`src/hdl/gcfg_pkg.sv`:
```
// Constants and types shared by the global configuration and timer block
package gcfg_pkg;
  // Register byte offsets on the bus
  localparam logic [7:0] OFS_COUNT_LOW  = 8'h00;
  localparam logic [7:0] OFS_COUNT_HIGH = 8'h04;
  localparam logic [7:0] OFS_TIMER_CMD  = 8'h08;
  localparam logic [7:0] OFS_EIGHT_SEL  = 8'h0c;
  localparam logic [7:0] OFS_FOUR_SEL   = 8'h10;
  localparam logic [7:0] OFS_SOFT_RST   = 8'h14;
  localparam logic [7:0] OFS_SLEEP_EN   = 8'h18;
  localparam logic [7:0] OFS_DEVICE_ID  = 8'h1c;
  localparam logic [7:0] OFS_REVISION   = 8'h20;
  localparam logic [7:0] OFS_BROADCAST  = 8'h24;
  // Field positions
  localparam int CMD_LSB     = 0;
  localparam int CMD_MSB     = 3;
  localparam int PEND_BIT    = 0;
  localparam int BCAST_BIT   = 0;
  // Timer command codes
  localparam logic [3:0] CMD_IRQ_ON   = 4'h1;
  localparam logic [3:0] CMD_IRQ_OFF  = 4'h2;
  localparam logic [3:0] CMD_ONE_SHOT = 4'h3;
  localparam logic [3:0] CMD_PERIODIC = 4'h4;
  localparam logic [3:0] CMD_SRC_XTAL = 4'h5;
  localparam logic [3:0] CMD_SRC_EXT  = 4'h6;
  localparam logic [3:0] CMD_START    = 4'h9;
  localparam logic [3:0] CMD_STOP     = 4'ha;
  localparam logic [3:0] CMD_RESET    = 4'hb;
  // Reset values
  localparam logic [15:0] RST_COUNT   = 16'h0000;
  localparam logic [7:0]  RST_BYTE    = 8'h00;
  // Crystal clocks from wake-up to full function
  localparam int unsigned WAKE_CLOCKS = 32;
  // Interrupt source code reported on channel 0 for a timer time-out
  localparam logic [2:0] TIMER_SRC_CODE = 3'h7;
  localparam logic [2:0] NO_SRC_CODE    = 3'h0;

  typedef enum logic [2:0] {
    PWR_AWAKE  = 3'b001,
    PWR_ASLEEP = 3'b010,
    PWR_WARMUP = 3'b100
  } power_state_t;
endpackage

```
`src/hdl/octal_uart_global_config_timer.sv`:
```
// Device configuration registers, 16-bit timer, sampling, reset and sleep control
`timescale 1ns/10ps
module octal_uart_global_config_timer
  import gcfg_pkg::*;
#(
  parameter int         NCH         = 8,
  parameter int         CW          = 16,
  parameter logic [7:0] DEVICE_CODE = 8'h3c, // Arbitrary value
  parameter logic [7:0] REV_CODE    = 8'h0a  // Arbitrary value
) (
  input  wire logic           hclk,
  input  wire logic           hresetn,
  input  wire logic           hsel,
  input  wire logic [31:0]    haddr,
  input  wire logic [1:0]     htrans,
  input  wire logic           hwrite,
  input  wire logic [2:0]     hsize,
  input  wire logic [31:0]    hwdata,
  input  wire logic           hready,
  output logic                hreadyout,
  output logic                hresp,
  output logic [31:0]         hrdata,
  input  wire logic           external_timer_clock_in,
  input  wire logic [NCH-1:0] chan_irq_pending,
  input  wire logic [NCH-1:0] chan_wake_event,
  input  wire logic           chan_cfg_write,
  input  wire logic [2:0]     chan_cfg_select,
  output logic [NCH-1:0]      chan_cfg_write_en,
  output logic [NCH-1:0]      chan_eight_x,
  output logic [NCH-1:0]      chan_four_x,
  output logic [NCH-1:0]      chan_soft_reset,
  output logic [NCH-1:0]      chan_asleep,
  output logic                osc_enable,
  output logic                device_ready,
  output logic                wake_irq,
  output logic                timer_irq,
  output logic [2:0]          chan0_src_code
);
  typedef struct packed {
    logic [CW-1:0]  count;
    logic           irq_en;
    logic           one_shot;
    logic           ext_src;
    logic           pending;
    logic [NCH-1:0] eight;
    logic [NCH-1:0] four;
    logic [NCH-1:0] soft_rst;
    logic [NCH-1:0] sleep_en;
    logic           bcast;
    logic           wake_irq;
    power_state_t   pwr;
    logic [5:0]     warm;
    logic [NCH-1:0] asleep;
    logic           ext_prev;
    logic           wr_pend;
    logic [7:0]     wr_addr;
    logic [31:0]    rdata;
  } state_t;

  state_t         s_reg;
  state_t         s_next;
  logic           acc;
  logic [7:0]     acc_addr;
  logic           cmd_wr;
  logic [3:0]     cmd_code;
  logic           t_start;
  logic           t_stop;
  logic           t_clear;
  logic           t_tick;
  logic           t_timeout;
  logic           t_running;
  logic [NCH-1:0] pend_all;
  logic [NCH-1:0] may_sleep;

  assign acc      = hsel & hready & htrans[1];
  assign acc_addr = {haddr[7:2], 2'b00};
  assign cmd_wr   = s_reg.wr_pend & (s_reg.wr_addr == OFS_TIMER_CMD);
  assign cmd_code = hwdata[CMD_MSB:CMD_LSB];
  assign t_start  = cmd_wr & (cmd_code == CMD_START);
  assign t_stop   = cmd_wr & (cmd_code == CMD_STOP);
  assign t_clear  = cmd_wr & (cmd_code == CMD_RESET);
  // Pin is synchronous to hclk, so one flop is enough for the edge
  assign t_tick   = s_reg.ext_src ? (external_timer_clock_in & ~s_reg.ext_prev)
                                  : 1'b1;

  timer_countdown #(
    .CW (CW)
  ) u_timer (
    .hclk     (hclk),
    .hresetn  (hresetn),
    .tick     (t_tick),
    .start    (t_start),
    .stop     (t_stop),
    .clear    (t_clear),
    .one_shot (s_reg.one_shot),
    .reload   (s_reg.count),
    .timeout  (t_timeout),
    .running  (t_running)
  );

  // Channel 0 also counts the timer and wake flags as pending work
  assign pend_all = chan_irq_pending | {{(NCH-1){1'b0}}, s_reg.pending | s_reg.wake_irq};

  genvar gi;
  generate
    for (gi = 0; gi < NCH; gi++) begin : g_chan
      assign may_sleep[gi]         = s_reg.sleep_en[gi] & ~pend_all[gi];
      assign chan_eight_x[gi]      = s_reg.eight[gi];
      assign chan_four_x[gi]       = s_reg.four[gi] & ~s_reg.eight[gi];
      assign chan_cfg_write_en[gi] = chan_cfg_write &
                                     (s_reg.bcast | (chan_cfg_select == 3'(gi)));
    end
  endgenerate

  always_comb begin
    s_next          = s_reg;
    s_next.wr_pend  = 1'b0;
    s_next.soft_rst = '0;
    s_next.ext_prev = external_timer_clock_in;
    // Data phase of a write
    if (s_reg.wr_pend) begin
      case (s_reg.wr_addr)
        OFS_COUNT_LOW:  s_next.count[7:0]  = hwdata[7:0];
        OFS_COUNT_HIGH: s_next.count[15:8] = hwdata[7:0];
        OFS_EIGHT_SEL:  s_next.eight       = hwdata[NCH-1:0];
        OFS_FOUR_SEL:   s_next.four        = hwdata[NCH-1:0];
        OFS_SOFT_RST:   s_next.soft_rst    = hwdata[NCH-1:0];
        OFS_SLEEP_EN:   s_next.sleep_en    = hwdata[NCH-1:0];
        OFS_BROADCAST:  s_next.bcast       = hwdata[BCAST_BIT];
        OFS_TIMER_CMD: begin
          case (cmd_code)
            CMD_IRQ_ON:   s_next.irq_en   = 1'b1;
            CMD_IRQ_OFF:  s_next.irq_en   = 1'b0;
            CMD_ONE_SHOT: s_next.one_shot = 1'b1;
            CMD_PERIODIC: s_next.one_shot = 1'b0;
            CMD_SRC_XTAL: s_next.ext_src  = 1'b0;
            CMD_SRC_EXT:  s_next.ext_src  = 1'b1;
            default:      s_next.irq_en   = s_reg.irq_en;
          endcase
        end
        default: s_next.bcast = s_reg.bcast;
      endcase
    end
    // Address phase; reads see a write finishing in the same cycle, except soft reset, which reads the registered pulse
    if (acc && hwrite) begin
      s_next.wr_pend = 1'b1;
      s_next.wr_addr = acc_addr;
    end
    if (acc && !hwrite) begin
      case (acc_addr)
        OFS_COUNT_LOW:  s_next.rdata = {24'h0, s_next.count[7:0]};
        OFS_COUNT_HIGH: s_next.rdata = {24'h0, s_next.count[15:8]};
        OFS_TIMER_CMD:  s_next.rdata = {31'h0, s_reg.pending};
        OFS_EIGHT_SEL:  s_next.rdata = {24'h0, s_next.eight};
        OFS_FOUR_SEL:   s_next.rdata = {24'h0, s_next.four};
        OFS_SOFT_RST:   s_next.rdata = {24'h0, s_reg.soft_rst};
        OFS_SLEEP_EN:   s_next.rdata = {24'h0, s_next.sleep_en};
        OFS_DEVICE_ID:  s_next.rdata = {24'h0, DEVICE_CODE};
        OFS_REVISION:   s_next.rdata = {24'h0, REV_CODE};
        OFS_BROADCAST:  s_next.rdata = {31'h0, s_next.bcast};
        default:        s_next.rdata = 32'h0;
      endcase
      if (acc_addr == OFS_TIMER_CMD) begin
        s_next.pending = 1'b0;
      end
      if (acc_addr == OFS_SLEEP_EN) begin
        s_next.wake_irq = 1'b0;
      end
    end
    // A time-out in the clearing cycle is kept: set wins
    if (t_timeout && s_reg.irq_en) begin
      s_next.pending = 1'b1;
    end
    // Sleep and wake sequencing
    s_next.asleep = '0;
    case (s_reg.pwr)
      PWR_AWAKE: begin
        s_next.asleep = may_sleep;
        if (&may_sleep) begin
          s_next.pwr = PWR_ASLEEP;
        end
      end
      PWR_ASLEEP: begin
        s_next.asleep = may_sleep;
        if (|chan_wake_event) begin
          s_next.pwr    = PWR_WARMUP;
          s_next.warm   = '0;
          s_next.asleep = '0;
        end else if (!(&may_sleep)) begin
          s_next.pwr = PWR_AWAKE;
        end
      end
      PWR_WARMUP: begin
        s_next.warm = s_reg.warm + 6'd1;
        if (s_reg.warm == 6'(WAKE_CLOCKS - 1)) begin
          s_next.pwr      = PWR_AWAKE;
          s_next.wake_irq = 1'b1;
        end
      end
      default: s_next.pwr = PWR_AWAKE;
    endcase
  end

  always_ff @(posedge hclk or negedge hresetn) begin
    if (!hresetn) begin
      s_reg          <= '0;
      s_reg.count    <= RST_COUNT;
      s_reg.eight    <= RST_BYTE;
      s_reg.four     <= RST_BYTE;
      s_reg.sleep_en <= RST_BYTE;
      s_reg.pwr      <= PWR_AWAKE;
    end else begin
      s_reg <= s_next;
    end
  end

  assign hreadyout       = 1'b1;
  assign hresp           = 1'b0;
  assign hrdata          = s_reg.rdata;
  assign chan_soft_reset = s_reg.soft_rst;
  assign chan_asleep     = s_reg.asleep;
  // Clocks keep running here; the real oscillator gate sits outside
  assign osc_enable      = (s_reg.pwr != PWR_ASLEEP);
  assign device_ready    = (s_reg.pwr != PWR_WARMUP);
  assign wake_irq        = s_reg.wake_irq;
  assign timer_irq       = s_reg.pending;
  // Wake-up reports code zero: no source pending
  assign chan0_src_code  = s_reg.pending ? TIMER_SRC_CODE : NO_SRC_CODE;

  property p_cmd_read;
    @(posedge hclk) disable iff (!hresetn)
      (acc && !hwrite && acc_addr == OFS_TIMER_CMD) |=>
        hrdata == {31'h0, $past(s_reg.pending)};
  endproperty
  a_cmd_read: assert property (p_cmd_read) else $error("command read value wrong");

  property p_cmd_no_echo;
    @(posedge hclk) disable iff (!hresetn)
      (acc && !hwrite && acc_addr == OFS_TIMER_CMD) |=> hrdata[31:1] == 31'h0;
  endproperty
  a_cmd_no_echo: assert property (p_cmd_no_echo) else $error("command code echoed");

  property p_irq_on;
    @(posedge hclk) disable iff (!hresetn)
      (cmd_wr && cmd_code == CMD_IRQ_ON) |=> s_reg.irq_en;
  endproperty
  a_irq_on: assert property (p_irq_on) else $error("irq enable failed");

  property p_irq_off;
    @(posedge hclk) disable iff (!hresetn)
      (cmd_wr && cmd_code == CMD_IRQ_OFF) |=> !s_reg.irq_en;
  endproperty
  a_irq_off: assert property (p_irq_off) else $error("irq disable failed");

  property p_mode;
    @(posedge hclk) disable iff (!hresetn)
      (cmd_wr && cmd_code == CMD_ONE_SHOT) |=> s_reg.one_shot;
  endproperty
  a_mode: assert property (p_mode) else $error("one-shot not selected");

  property p_src;
    @(posedge hclk) disable iff (!hresetn)
      (cmd_wr && cmd_code == CMD_SRC_EXT) |=> s_reg.ext_src;
  endproperty
  a_src: assert property (p_src) else $error("external source not selected");

  property p_start;
    @(posedge hclk) disable iff (!hresetn)
      (cmd_wr && cmd_code == CMD_START) |=> t_running;
  endproperty
  a_start: assert property (p_start) else $error("timer did not start");

  property p_reserved;
    @(posedge hclk) disable iff (!hresetn)
      (cmd_wr && (cmd_code == 4'h7 || cmd_code == 4'h8 || cmd_code >= 4'hc)) |=>
        $stable({s_reg.irq_en, s_reg.one_shot, s_reg.ext_src, t_running});
  endproperty
  a_reserved: assert property (p_reserved) else $error("reserved code acted");

  property p_one_shot_stops;
    @(posedge hclk) disable iff (!hresetn)
      (t_timeout && s_reg.one_shot && !t_start) |=> !t_running;
  endproperty
  a_one_shot_stops: assert property (p_one_shot_stops) else $error("one-shot kept running");

  property p_read_clears;
    @(posedge hclk) disable iff (!hresetn)
      (acc && !hwrite && acc_addr == OFS_TIMER_CMD && !t_timeout) |=> !s_reg.pending;
  endproperty
  a_read_clears: assert property (p_read_clears) else $error("read did not clear");

  property p_both_eight;
    @(posedge hclk) disable iff (!hresetn)
      (|(s_reg.eight & s_reg.four)) |-> !(|(chan_four_x & s_reg.eight));
  endproperty
  a_both_eight: assert property (p_both_eight) else $error("4X over 8X");

  property p_soft_rst;
    @(posedge hclk) disable iff (!hresetn)
      (|s_reg.soft_rst && !(s_reg.wr_pend && s_reg.wr_addr == OFS_SOFT_RST)) |=>
        s_reg.soft_rst == '0;
  endproperty
  a_soft_rst: assert property (p_soft_rst) else $error("soft reset stuck");

  property p_warmup;
    @(posedge hclk) disable iff (!hresetn)
      $rose(s_reg.pwr == PWR_WARMUP) |-> !device_ready ##32 device_ready && wake_irq;
  endproperty
  a_warmup: assert property (p_warmup) else $error("wake-up timing wrong");

  property p_osc_off;
    @(posedge hclk) disable iff (!hresetn)
      !osc_enable |-> $past(&may_sleep);
  endproperty
  a_osc_off: assert property (p_osc_off) else $error("oscillator stopped early");

  property p_code7;
    @(posedge hclk) disable iff (!hresetn)
      (t_timeout && s_reg.irq_en) |=> chan0_src_code == 3'h7;
  endproperty
  a_code7: assert property (p_code7) else $error("timer code missing");
endmodule // octal_uart_global_config_timer

```
`src/hdl/timer_countdown.sv`:
```
// Down counter that produces the general purpose timer time-out
`timescale 1ns/10ps
module timer_countdown
  import gcfg_pkg::*;
#(
  parameter int CW = 16
) (
  input  wire logic          hclk,
  input  wire logic          hresetn,
  input  wire logic          tick,
  input  wire logic          start,
  input  wire logic          stop,
  input  wire logic          clear,
  input  wire logic          one_shot,
  input  wire logic [CW-1:0] reload,
  output logic               timeout,
  output logic               running
);
  typedef struct packed {
    logic [CW-1:0] cnt;
    logic          run;
  } tstate_t;

  tstate_t s_reg;
  tstate_t s_next;

  always_comb begin
    s_next  = s_reg;
    // Time-out is combinational so the flag lands exactly N ticks after start
    timeout = s_reg.run & tick & (s_reg.cnt == CW'(1));
    if (s_reg.run && tick) begin
      if (s_reg.cnt == CW'(1)) begin
        s_next.cnt = reload;
        if (one_shot) begin
          s_next.run = 1'b0;
        end
      end else begin
        s_next.cnt = s_reg.cnt - CW'(1);
      end
    end
    if (stop) begin
      s_next.run = 1'b0;
    end
    if (clear) begin
      s_next.run = 1'b0;
      s_next.cnt = reload;
    end
    if (start) begin
      s_next.run = 1'b1;
      s_next.cnt = reload;
    end
  end

  always_ff @(posedge hclk or negedge hresetn) begin
    if (!hresetn) begin
      s_reg <= '0;
    end else begin
      s_reg <= s_next;
    end
  end

  assign running = s_reg.run;
endmodule // timer_countdown

```
`config.mk`:
```
export PLATFORM = sky130hd
export DESIGN_NAME = octal_uart_global_config_timer
export DESIGN_NICKNAME = d
export VERILOG_FILES = /design/src/hdl/gcfg_pkg.sv /design/src/hdl/octal_uart_global_config_timer.sv /design/src/hdl/timer_countdown.sv
export SDC_FILE = /design/constraint.sdc
export NUM_CORES = 1
export LEC_CHECK = 0
export ABC_AREA = 1
export BUFFER_PORTS_ARGS = -buffer_cell sky130_fd_sc_hd__buf_4
export CAP_MARGIN = 10
export CORE_ASPECT_RATIO = 1.4
export CORE_MARGIN = 4
export CORE_UTILIZATION = 53
export DETAILED_ROUTE_END_ITERATION = 6
export GPL_ROUTABILITY_DRIVEN = 0
export PLACE_DENSITY = 0.81
export SYNTH_ARGS = -nofsm -noshare
export SYNTH_HDL_FRONTEND = slang
export SYNTH_HIERARCHICAL = 1
export SYNTH_SLANG_ARGS = --single-unit
export TNS_END_PERCENT = 1
```
`constraint.sdc`:
```
create_clock -name hclk -period 2.6 [get_ports hclk]
set_input_delay 0.52 -clock hclk [delete_from_list [all_inputs] [get_ports hclk]]
set_output_delay 0.52 -clock hclk [all_outputs]
set_load 0.005 [all_outputs]
```
# Word level (Yosys, flattened, before mapping)
# Cells that the tools add are included.
# op_classes
mux	38
eq_ne	43
reduce_logical	27
n_bitwise	60
n_addsub	2
# ops
op	n
case mux 8 bit (10 select lines)	1
two-way mux 17 bit	3
two-way mux 8 bit	6
equality test 6 x 3 -> 1 bit, second input constant	7
bitwise AND 1 bit	33
two-way mux 33 bit	1
equality test 6 x 2 -> 1 bit, second input constant	4
two-way mux 19 bit	1
equality test 6 x 4 -> 1 bit, second input constant	3
inverter 1 bit	17
equality test 16 x 1 -> 1 bit, second input constant	1
logical NOT 8 bit	2
two-way mux 16 bit	1
case mux 8 bit (2 select lines)	1
subtractor 16 x 1 -> 16 bit, second input constant	1
equality test 3 bit, second input constant	5
two-way mux 3 bit	5
AND reduction 3 bit	5
two-way mux 14 bit	1
equality test 4 x 3 -> 1 bit, second input constant	3
equality test 4 bit, second input constant	3
equality test 6 x 1 -> 1 bit, second input constant	2
case mux 6 bit (2 select lines)	1
nonzero test 2 bit	6
24 further kinds	57
# totals
in_bits	95
word_cells	190
out_inout_bits	81
reg_bits	128

# Depth between registers and ports, before layout
# Gate-level depths: netlist (run 1).
# logic_depth
word_depth	8
ltp_mapped	13
ltp_nobuf	12

# Hierarchy
# Netlist (run 1), hierarchy kept.
# modules_own_cells
mod	cells_each	area_per_inst_um2	instances	seq_area_each_um2
octal_uart_global_config_timer	685	5072.4	1	2178.3
timer_countdown	218	1320.0	1	425.4

# Worst setup path before layout (run 1)
# No wires, ideal clock.
# synth_timing
path_kind	register to register
from	register s_reg[34] in the netlist's numbering
to	register u_timer/s_reg[12] in the netlist's numbering
path_slack_ns	0.701
n_path_buf	2
setup_time_ns	0.065
stages_incl_launch_ff	14
arrival_ns	1.834
period_less_slack_ns	1.899
required_ns	2.535
path_cell_list	dfrtp_1 -> inv_1 -> nand2_1 -> nor2_2 -> buf_2 -> nand2_2 -> nor4_1 -> nor2_1 -> nand2_1 -> inv_1 -> buf_2 -> a21oi_1 -> nand2_1 -> nand2_1
# synth_between
elab_chain_len	5
word_cells_on_any_way	7
cone_classes	1 x eq/ne; 2 x mux; 3 x bitwise; 1 x reduce/logical
# synth_lines
item	line	text
start: declaration	octal_uart_global_config_timer.sv:60	state_t s_reg;
start signal: assignment	octal_uart_global_config_timer.sv:213	s_reg <= s_next;
equality test 6 x 2 -> 1 bit *	octal_uart_global_config_timer.sv:77	assign cmd_wr = s_reg.wr_pend & (s_reg.wr_addr == OFS_TIMER_CMD);
bitwise AND 1 bit *	octal_uart_global_config_timer.sv:77	
bitwise AND 1 bit *	octal_uart_global_config_timer.sv:81	assign t_clear = cmd_wr & (cmd_code == CMD_RESET);
via t_clear	octal_uart_global_config_timer.sv:68	logic t_clear;
two-way mux 17 bit	timer_countdown.sv:44	if (clear) begin
two-way mux 17 bit	timer_countdown.sv:48	if (start) begin
end signal: assignment	timer_countdown.sv:58	s_reg <= s_next;
end: declaration	timer_countdown.sv:24	tstate_t s_reg;
# The timed path passes the listed nets; every way through them passes the cells marked *.
# A chain may end at the register's enable or synchronous reset.

# Worst setup path in the final report (run 1)
# layout_timing
from	register s_reg[39] in the netlist's numbering
to	register u_timer/s_reg[12] in the netlist's numbering
# The elaborated chain is that of the path after synthesis.

==> results of run 1 <==
-- how the worst min path moves through the flow --
stage | to | slack [ps] | cells past startpoint
CTS | s_reg[79] | 180 | 1
detailed placement | hrdata[4] | 470 | 2
floorplan | chan_asleep[0] | 220 | 0
global route | s_reg[78] | 210 | 1
global placement | hrdata[6] | 470 | 2
finish | s_reg[78] | 160 | 1
-- layout by cell type, fill, tap and decap left out, types with 4 or more instances in the layout --
cell       synthesis  routed
and2_1            40      40
buf_4             65     105
nand3_1          111     111
inv_1            110     110
o21ai_0           21      21
nor2_1            95      95
clkinv_1           4       4
dfrtp_1          103     103
conb_1             2      26
nor3_1            17      17
nor2_4             4       4
nand2_2            7       7
nand4_1            6       6
nor2_2            13      13
clkbuf_16          0       9
inv_2              7       7
nand3b_1           4       4
nand2_1          243     243
a21oi_1           22      22
-- per-stage QoR --
step	hold WS, ps	std cells	total power [W]	instance area (um2)
after floorplan	224	927	0.00241	6480
after global placement	469	1109	0.00264	6970
after detailed placement	468	1109	0.00266	6970
after CTS	184	1125	0.00406	7270
after global routing	207	1125	0.00425	7270
final	165	1125	0.00404	7270
-- cells by family after synthesis --
| group | count (synthesis) |
|---|---|
| buf+inv | 193 |
| compound gates | 49 |
| xor+xnor | 2 |
| other cells | 2 |
| flops | 104 |
| fa+ha+maj | 3 |
| simple gates | 550 |
-- power groups by stage --
stage	logic, W	registers (W)	clock network (W)
5_1_grt	0.000901	0.00187	0.00148
6_report	0.000790	0.00185	0.00140
3_5_place_dp	0.000782	0.00188	0
3_3_place_gp	0.000765	0.00188	0
2_1_floorplan	0.000554	0.00186	0
4_1_cts	0.000793	0.00185	0.00141
-- per-layer routing --
layer | routed length [um] | global-route usage | part of all wire | vias up
li1 | - | - | - | 2875
met1 | 5990 | 0.275 | 0.38 | 2558
met2 | 7870 | 0.391 | 0.50 | 201
met3 | 864 | 0.0367 | 0.055 | 60
met4 | 968 | 0.150 | 0.062 | 0
met5 | 0 | 0 | 0 | -
-- worst max-delay path, cell delays in order, from the launching register on --
cell     delay, ps
dfrtp_1        400
inv_2           60
nand2_2        100
nor2_2         270
nand2_2        110
nor4_1         340
nor2_1         190
nand2_1        110
inv_1           70
buf_12         150
a21oi_1        180
nand2_1         80
nand2_1         60
-- cell type report --
cell class / instances / area, um2 / area share
tap: 147 / 184 / 0.0253
clock inverter: 5 / 53.8 / 0.00740
multi-input combinational: 630 / 2900 / 0.398
timing repair buffer: 107 / 828 / 0.114
inverter: 121 / 454 / 0.0624
sequential: 104 / 2600 / 0.358
clock buffer: 11 / 253 / 0.0347
==> results_dict.tcl, run 1 <==
set metrics [dict create \
    status "finished clean" \
    die_h_um 138 \
    antenna_found_initial 0 \
    ios 176 \
    synth_compound_area_frac 0.0399 \
    fmax_mhz 457 \
    rsz0062_at_grt "no" \
    finalSetupViolations 0 \
    ant_nets 0 \
    cts_max_level 3 \
    pwr-share-clk 0.346 \
    grt_use_total 0.233 \
    synthMuxAreaShare 0 \
    drv_cap 0 \
    p_comb_frac 0.196 \
    ys_ff_latch 104 \
    yosys.area.top_type "dfrtp_1" \
    drcViolationCount 0 \
    hold_buffers 0 \
    hp-class "in2async" \
    clock_latency_ps 340 \
    post-synth-top-count-cell "nand2_1" \
    hold_violations 0 \
    die_width_um 101 \
    area_growth_pct 13.8 \
    synth_area_leaders "dfrtp_1 40%, nand2_1 14%, nand3_1 8.7%" \
    io_buffer_count 95 \
    synth_edf_count 0 \
    clk_path_buf_depth 2 \
    ys_seq_area_frac 0.407 \
    cts_tree "done" \
    arrival_ps 2470 \
    critPathKind "reg2reg" \
    netlist_top_cells_count "243 x nand2_1, 111 x nand3_1, 110 x inv_1, 103 x dfrtp_1, 95 x nor2_1" \
    worst_pin_slew_ps 641 \
    critPathMaxFanout 22 \
    fin_util 0.615 \
    ctsResizeCount 0 \
    critPathLaunch "s_reg[39]" \
    reg2reg_depth 12 \
    core-area_um2 11800 \
    fin_nets 1071 \
    grt_overflow_total 0 \
    regToRegEndpoint "u_timer/s_reg[12]" \
    leakage_nw 4.06 \
    required_ps 2880 \
    cts.clk_slew.worst_paths_ps 70 \
    routed_via_density 5.06 \
    postSynth.asyncResetShare 1.00 \
    cts_root_buffer "clkbuf_16" \
    grt_max_degree 45 \
    start_util 0.541 \
    clock_skew_ps 5.21 \
    dp_hpwl_um 12100 \
    synthAdderAreaFrac 0.00587 \
    setup-tns-final_ps 0 \
    p_sw_frac 0.286 \
    routed_wl_um 15700 \
    via_count 5694 \
    synth_warnings 6 \
    netlist-cell-type-count 35 \
    cts.sink_count 104 \
    die_area_um2 13900 \
    min_period_over_period 0.841 \
    drt_first_iter_violations 250 \
    wl_per_cell_um 14.0 \
    cts_buffers 9 \
    cellPowerDensity_nw_per_um2 555 \
    finalCriticalPeriod_ps 2190 \
    ir_drop_v 0.000395 \
    pwr-share-seq 0.458 \
    setup_ws_ps 413 \
    rows 47 \
    syn_area_um2 6390 \
    drive_above_1_share 0.167 \
    cts_setup_buffers 0 \
    endpoint "u_timer/s_reg[12]" \
    slew_violations 0 \
    reg2reg_slack_ps 410 \
    start_kind "flip-flop" \
    postSynthAreaPerCell_um2 7.08 \
    yosys_most_used_dff "dfrtp_1" \
    largest_register_ffs 53 \
    synth_xor_area_frac 0.00274 \
    endpoint_kind "flip-flop" \
    drt_pass1_iterations 5 \
    grt_first_pass_wirelength_um 25500 \
    diodes 0 \
    reg2reg_from "s_reg[39]" \
    power.internal_w 0.00288 \
    synth-simple-area-share 0.390 \
    grt_pass1_vias 5369 \
    synth_top_family_by_area "simple AND/OR/NAND/NOR gates" \
    p_sw_w 0.00116 \
    synth_top_area_frac 0.403 \
    slew_headroom 0.571 \
    dp_slack_ps 481 \
    n_fill_cell 1042 \
    synth_cells 903 \
]
Note: power is estimated with default switching activity, not from simulation.
==> inputs of run 2 (changes only) <==
clock period = 2.3 ns   (was 2.6 ns; I/O delays follow)
==> run 2 against run 1 <==
Clock power grew 28%. Cell count rose by 0.18%. Clock-buffer cell count is the same. Core utilization increased by 0.54 points. Fmax up 0.57%. Design area rose by 0.88%. Global-route usage increased by 0.21 points. Power up 18%. Non-clock buffer count unchanged. Highest routed layer unchanged. Critical path depth down 1. Sequential power up 13%. Register-to-register slack got worse by 290 ps.
==> results_dict.tcl, run 2 (synthesis gave the netlist of run 1 again) <==
set metrics [dict create \
    leakage_nw 4.07 \
    grt_pass1_vias 5520 \
    wl_per_cell_um 14.3 \
    setup-tns-final_ps 0 \
    core-area_um2 11800 \
    area_growth_pct 14.8 \
    arrival_ps 2460 \
    drcViolationCount 0 \
    fmax_mhz 460 \
    total_power_w 0.00478 \
    final_cell_mix "242 x nand2_1, 111 x nand3_1, 109 x inv_1" \
    status "finished clean" \
    crit_path_frequent_cell "nand2_1" \
    endpoint_kind "flip-flop" \
    ir_drop_v 0.000583 \
    path_cells "inv_1 -> nand2_1 -> nor2_2 -> nand4_1 -> nor2_1 -> nor2_1 -> nand2_2 -> clkinvlp_4 -> a21oi_1 -> nand2_1 -> nand2_1" \
    clock_latency_ps 340 \
    cts.clk_slew.worst_paths_ps 70 \
    layout_commonest_cell "nand2_1" \
    drv_cap 0 \
    hp-class "in2async" \
    cts_root_buffer "clkbuf_16" \
    start_kind "flip-flop" \
    die_area_um2 13900 \
    die_h_um 138 \
    rows 47 \
    io_buffer_count 95 \
    routed_wl_um 16100 \
    fin_nets 1073 \
    antenna_found_initial 0 \
    p_sw_frac 0.272 \
    cts_buffers 9 \
    hold_violations 0 \
    clock_skew_ps 4.93 \
    grt_use_total 0.235 \
    required_ps 2580 \
    cpPeakStageDelay_ps 410 \
    ios 176 \
    reg2reg_from "s_reg[34]" \
    die_width_um 101 \
    ant_nets 0 \
    pwr-share-clk 0.374 \
    critPathMaxFanout 6 \
    largest_register_ffs 53 \
    critPathLaunch "s_reg[34]" \
    cts.sink_count 104 \
    cellPowerDensity_nw_per_um2 652 \
    drt_pass1_iterations 5 \
    grt_first_pass_wirelength_um 25800 \
    via_count 5862 \
    cts_max_level 3 \
    pwr-share-seq 0.437 \
    routed_via_density 5.20 \
    worst_pin_slew_ps 632 \
    slew_headroom 0.577 \
    crit_buf_inv 2 \
    fin_util 0.621 \
    drt_first_iter_violations 424 \
    finalSetupViolations 0 \
    critPathTopFamily "simple AND/OR/NAND/NOR gates" \
    diodes 0 \
    dp_hpwl_um 12000 \
    clk_path_buf_depth 2 \
    p_comb_frac 0.188 \
    p_sw_w 0.00130 \
    finalCriticalPeriod_ps 2170 \
    power.internal_w 0.00348 \
    grt_max_degree 44 \
    critPathKind "reg2reg" \
    grt_overflow_total 0 \
    start_util 0.541 \
    drive_above_1_share 0.171 \
    cts_tree "done" \
    cts_setup_buffers 0 \
    slowest_stage "dfrtp_1" \
    min_period_over_period 0.945 \
    slew_violations 0 \
]
run 2: worst register-to-register path, delay by kind of cell, from the launching register on:
| kind | cells | cell delay [ps] |
|---|---|---|
| AOI/OAI and AO/OA | 1 | 180 |
| buffers and inverters | 2 | 310 |
| DFF | 1 | 410 |
| and+or+nand+nor | 8 | 1220 |
run 2: power by group through the flow:
stage / Sequential (W) / Clock (W) / Combinational [W]
2_1_floorplan: 0.00210 / 0 / 0.000626
3_3_place_gp: 0.00212 / 0 / 0.000869
3_5_place_dp: 0.00213 / 0 / 0.000884
4_1_cts: 0.00209 / 0.00181 / 0.000898
5_1_grt: 0.00211 / 0.00190 / 0.00102
6_report: 0.00209 / 0.00179 / 0.000901
run 2: stage by stage:
step	area (um2)	setup slack (ps)	std cells	hold WS (ps)
floorplan	6480	401	927	164
global placement	6960	143	1109	394
detailed placement	6960	78.0	1109	395
CTS	7310	35.0	1125	22.0
global route	7340	-5.12	1127	42.7
finish	7340	126	1127	22.4
run 2: final timing paths:
| check | endpoint | slack, ps | depth (start not counted) |
|---|---|---|---|
| worst min register to register | hrdata[4] | 490 | 2 |
| worst max-delay path | u_timer/s_reg[5] | 130 | 11 |
| worst max register to register | u_timer/s_reg[5] | 130 | 11 |
| worst min-delay path | s_reg[78] | 20 | 1 |
| min in group hclk | s_reg[41] | 230 | 1 |
| max in group asynchronous | s_reg[56] | 1670 | 2 |
run 2: final cells by class:
class                           count  area [um2]
Clock inverter                      5         103
Fill cell                        1059        4480
Sequential cell                   104        2600
Clock buffer                       11         253
Timing Repair inverter              2        15.0
Tap cell                          147         184
Inverter                          121         458
Timing Repair Buffer              107         816
Multi-Input combinational cell    630        2910
run 2: repair_timing:
action | in CTS | in global routing
hold buffers | 0 | 0
setup endpoints to repair | 0 | 14
endpoints found under the hold margin | 0 | 0
resized for setup | 0 | 5
run 2: routing by layer:
layer	global-route usage	up-vias	wire [um]
li1	-	2878	-
met1	0.269	2665	5970
met2	0.404	254	8200
met3	0.0367	65	1010
met4	0.151	0	891
met5	0	-	0
==> inputs of run 3 (changes only) <==
--- a/config.mk
+++ b/config.mk
@@ -14,5 +14,5 @@
 export DETAILED_ROUTE_END_ITERATION = 6
 export GPL_ROUTABILITY_DRIVEN = 0
-export PLACE_DENSITY = 0.81
+export PLACE_DENSITY = 0.82
 export SYNTH_ARGS = -nofsm -noshare
 export SYNTH_HDL_FRONTEND = slang
==> constraint.sdc (replaced) <==
create_clock -name hclk -period 2.3 [get_ports hclk]
set_input_delay 0.46 -clock hclk [delete_from_list [all_inputs] [get_ports hclk]]
set_output_delay 0.46 -clock hclk [all_outputs]
set_load 0.05 [all_outputs]
==> run 3 against run 2 <==
Core utilization decreased by 0.22 points. Power increased by 2.2%. Critical path depth is the same. Wire length is 1.0% higher. Critical path type unchanged.
==> results_dict.tcl, run 3 (synthesis gave the netlist of run 1 again) <==
set metrics [dict create \
    status "finished clean" \
    slew_headroom 0.564 \
    min_period_over_period 0.912 \
    ant_nets 0 \
    io_buffer_count 95 \
    endpoint_kind "flip-flop" \
    clk_path_buf_depth 2 \
    grt_first_pass_wirelength_um 25800 \
    cts.clk_slew.worst_paths_ps 70 \
    finalCriticalPeriod_ps 2100 \
    finalSetupViolations 0 \
    required_ps 2580 \
    die_width_um 101 \
    reg2reg_from "s_reg[34]" \
    fin_nets 1076 \
    drt_first_iter_violations 358 \
    p_comb_frac 0.251 \
    routed_via_density 5.13 \
    cellPowerDensity_nw_per_um2 669 \
    crit_path_frequent_cell "nand2_1" \
    critPathLaunch "s_reg[34]" \
    cts.sink_count 104 \
    worst_pin_slew_ps 651 \
    clock_latency_ps 350 \
    dp_slack_ps 46.1 \
    cts_root_buffer "clkbuf_16" \
    power.internal_w 0.00327 \
    die_h_um 138 \
    drive_above_1_share 0.171 \
    start_kind "flip-flop" \
    critPathTopFamily "simple AND/OR/NAND/NOR gates" \
    rsz0062_at_grt "no" \
    ios 176 \
    hp-class "in2async" \
    grt_use_total 0.237 \
    drcViolationCount 0 \
    core-area_um2 11800 \
    pwr-share-seq 0.428 \
    arrival_ps 2380 \
    cpPeakStageDelay_ps 400 \
    leakage_nw 4.06 \
    drt_pass1_iterations 5 \
    cts_buffers 9 \
    diodes 0 \
    dp_hpwl_um 12000 \
    grt_overflow_total 0 \
    grt_pass1_vias 5526 \
    via_count 5798 \
    setup_ws_ps 202 \
    wl_per_cell_um 14.4 \
    cts_max_level 3 \
    p_sw_frac 0.330 \
    pwr-share-clk 0.321 \
    setup-tns-final_ps 0 \
    critPathKind "reg2reg" \
    rows 47 \
    path_cells "inv_1 -> nand2_1 -> nor2_4 -> nand4_1 -> nor2_1 -> nor2_1 -> nand2_2 -> clkinvlp_4 -> a21oi_1 -> nand2_1 -> nand2_1" \
    layout_commonest_cell "nand2_1" \
    final_cell_mix "242 x nand2_1, 111 x nand3_1, 109 x inv_1, 109 x buf_4, 103 x dfrtp_1" \
    reg2reg_depth 11 \
    drv_cap 0 \
    critPathMaxFanout 6 \
    ctsResizeCount 0 \
    start_util 0.541 \
    slowest_stage "dfrtp_1" \
    postLayoutCellArea_um2 7310 \
    area_growth_pct 14.4 \
    slew_violations 0 \
    antenna_found_initial 0 \
    die_area_um2 13900 \
    total_power_w 0.00489 \
    fmax_mhz 477 \
    place_area_um2 6980 \
    routed_wl_um 16200 \
    cts_tree "done" \
    crit_cells 11 \
    p_sw_w 0.00162 \
    largest_register_ffs 53 \
    grt_max_degree 34 \
    hold_violations 0 \
    clock_skew_ps 7.46 \
    crit_buf_inv 2 \
    hold_buffers 0 \
    ir_drop_v 0.000592 \
    cts_setup_buffers 0 \
]
==> run 3: cell types whose count changed in the layout (fill, tap and decap cells not counted), sizes merged <==
cell / delta
buf: +3
clkbuf: +3
bufinv: -2
clkinv: -1
==> run 3: final timing paths <==
path                                      to  slack (ps)
min in group hclk                  s_reg[41]         230
max reg2reg                u_timer/s_reg[10]         200
max                        u_timer/s_reg[10]         200
min                                s_reg[53]          50
max in group asynchronous          s_reg[84]        1610
min reg2reg                        hrdata[2]         490
==> run 3: layer usage <==
layer	share of wire	up-vias	GRT usage
li1	-	2879	-
met1	0.37	2590	0.269
met2	0.50	256	0.398
met3	0.066	73	0.0463
met4	0.062	0	0.161
met5	0	-	0
==> run 3: cell type report <==
cell class                 instances  area [um2]
fill                            1068        4510
clock buffer                      14         264
inverter                         121         458
timing repair inverter             2        15.0
clock inverter                     2        37.5
timing repair buffer             110         838
multi-input combinational        630        2910
sequential                       104        2600
tap                              147         184
==> run 3: per-stage QoR <==
stage           util  instances  hold WS [ps]
2_1_floorplan      -        927           164
3_3_place_gp   0.590       1112           433
6_report       0.619       1130          53.6
5_1_grt        0.619       1130          84.4
3_5_place_dp   0.590       1112           442
4_1_cts        0.616       1128          66.4
==> run 3: power by group through the flow <==
| stage | Clock [W] | Combinational (W) | Sequential (W) |
|---|---|---|---|
| after global routing | 0.00166 | 0.00135 | 0.00212 |
| after floorplan | 0 | 0.000945 | 0.00210 |
| after global placement | 0 | 0.00119 | 0.00212 |
| final | 0.00157 | 0.00123 | 0.00209 |
| after CTS | 0.00160 | 0.00122 | 0.00209 |
| after detailed placement | 0 | 0.00121 | 0.00213 |
==> run 3: worst reg2reg max path: stages, from the launching register on <==
cell        delay [ps]
dfrtp_1            400
inv_1               90
nand2_1             90
nor2_4             210
nand4_1            190
nor2_1             170
nor2_1             120
nand2_2            210
clkinvlp_4         230
a21oi_1            190
nand2_1             90
nand2_1             60
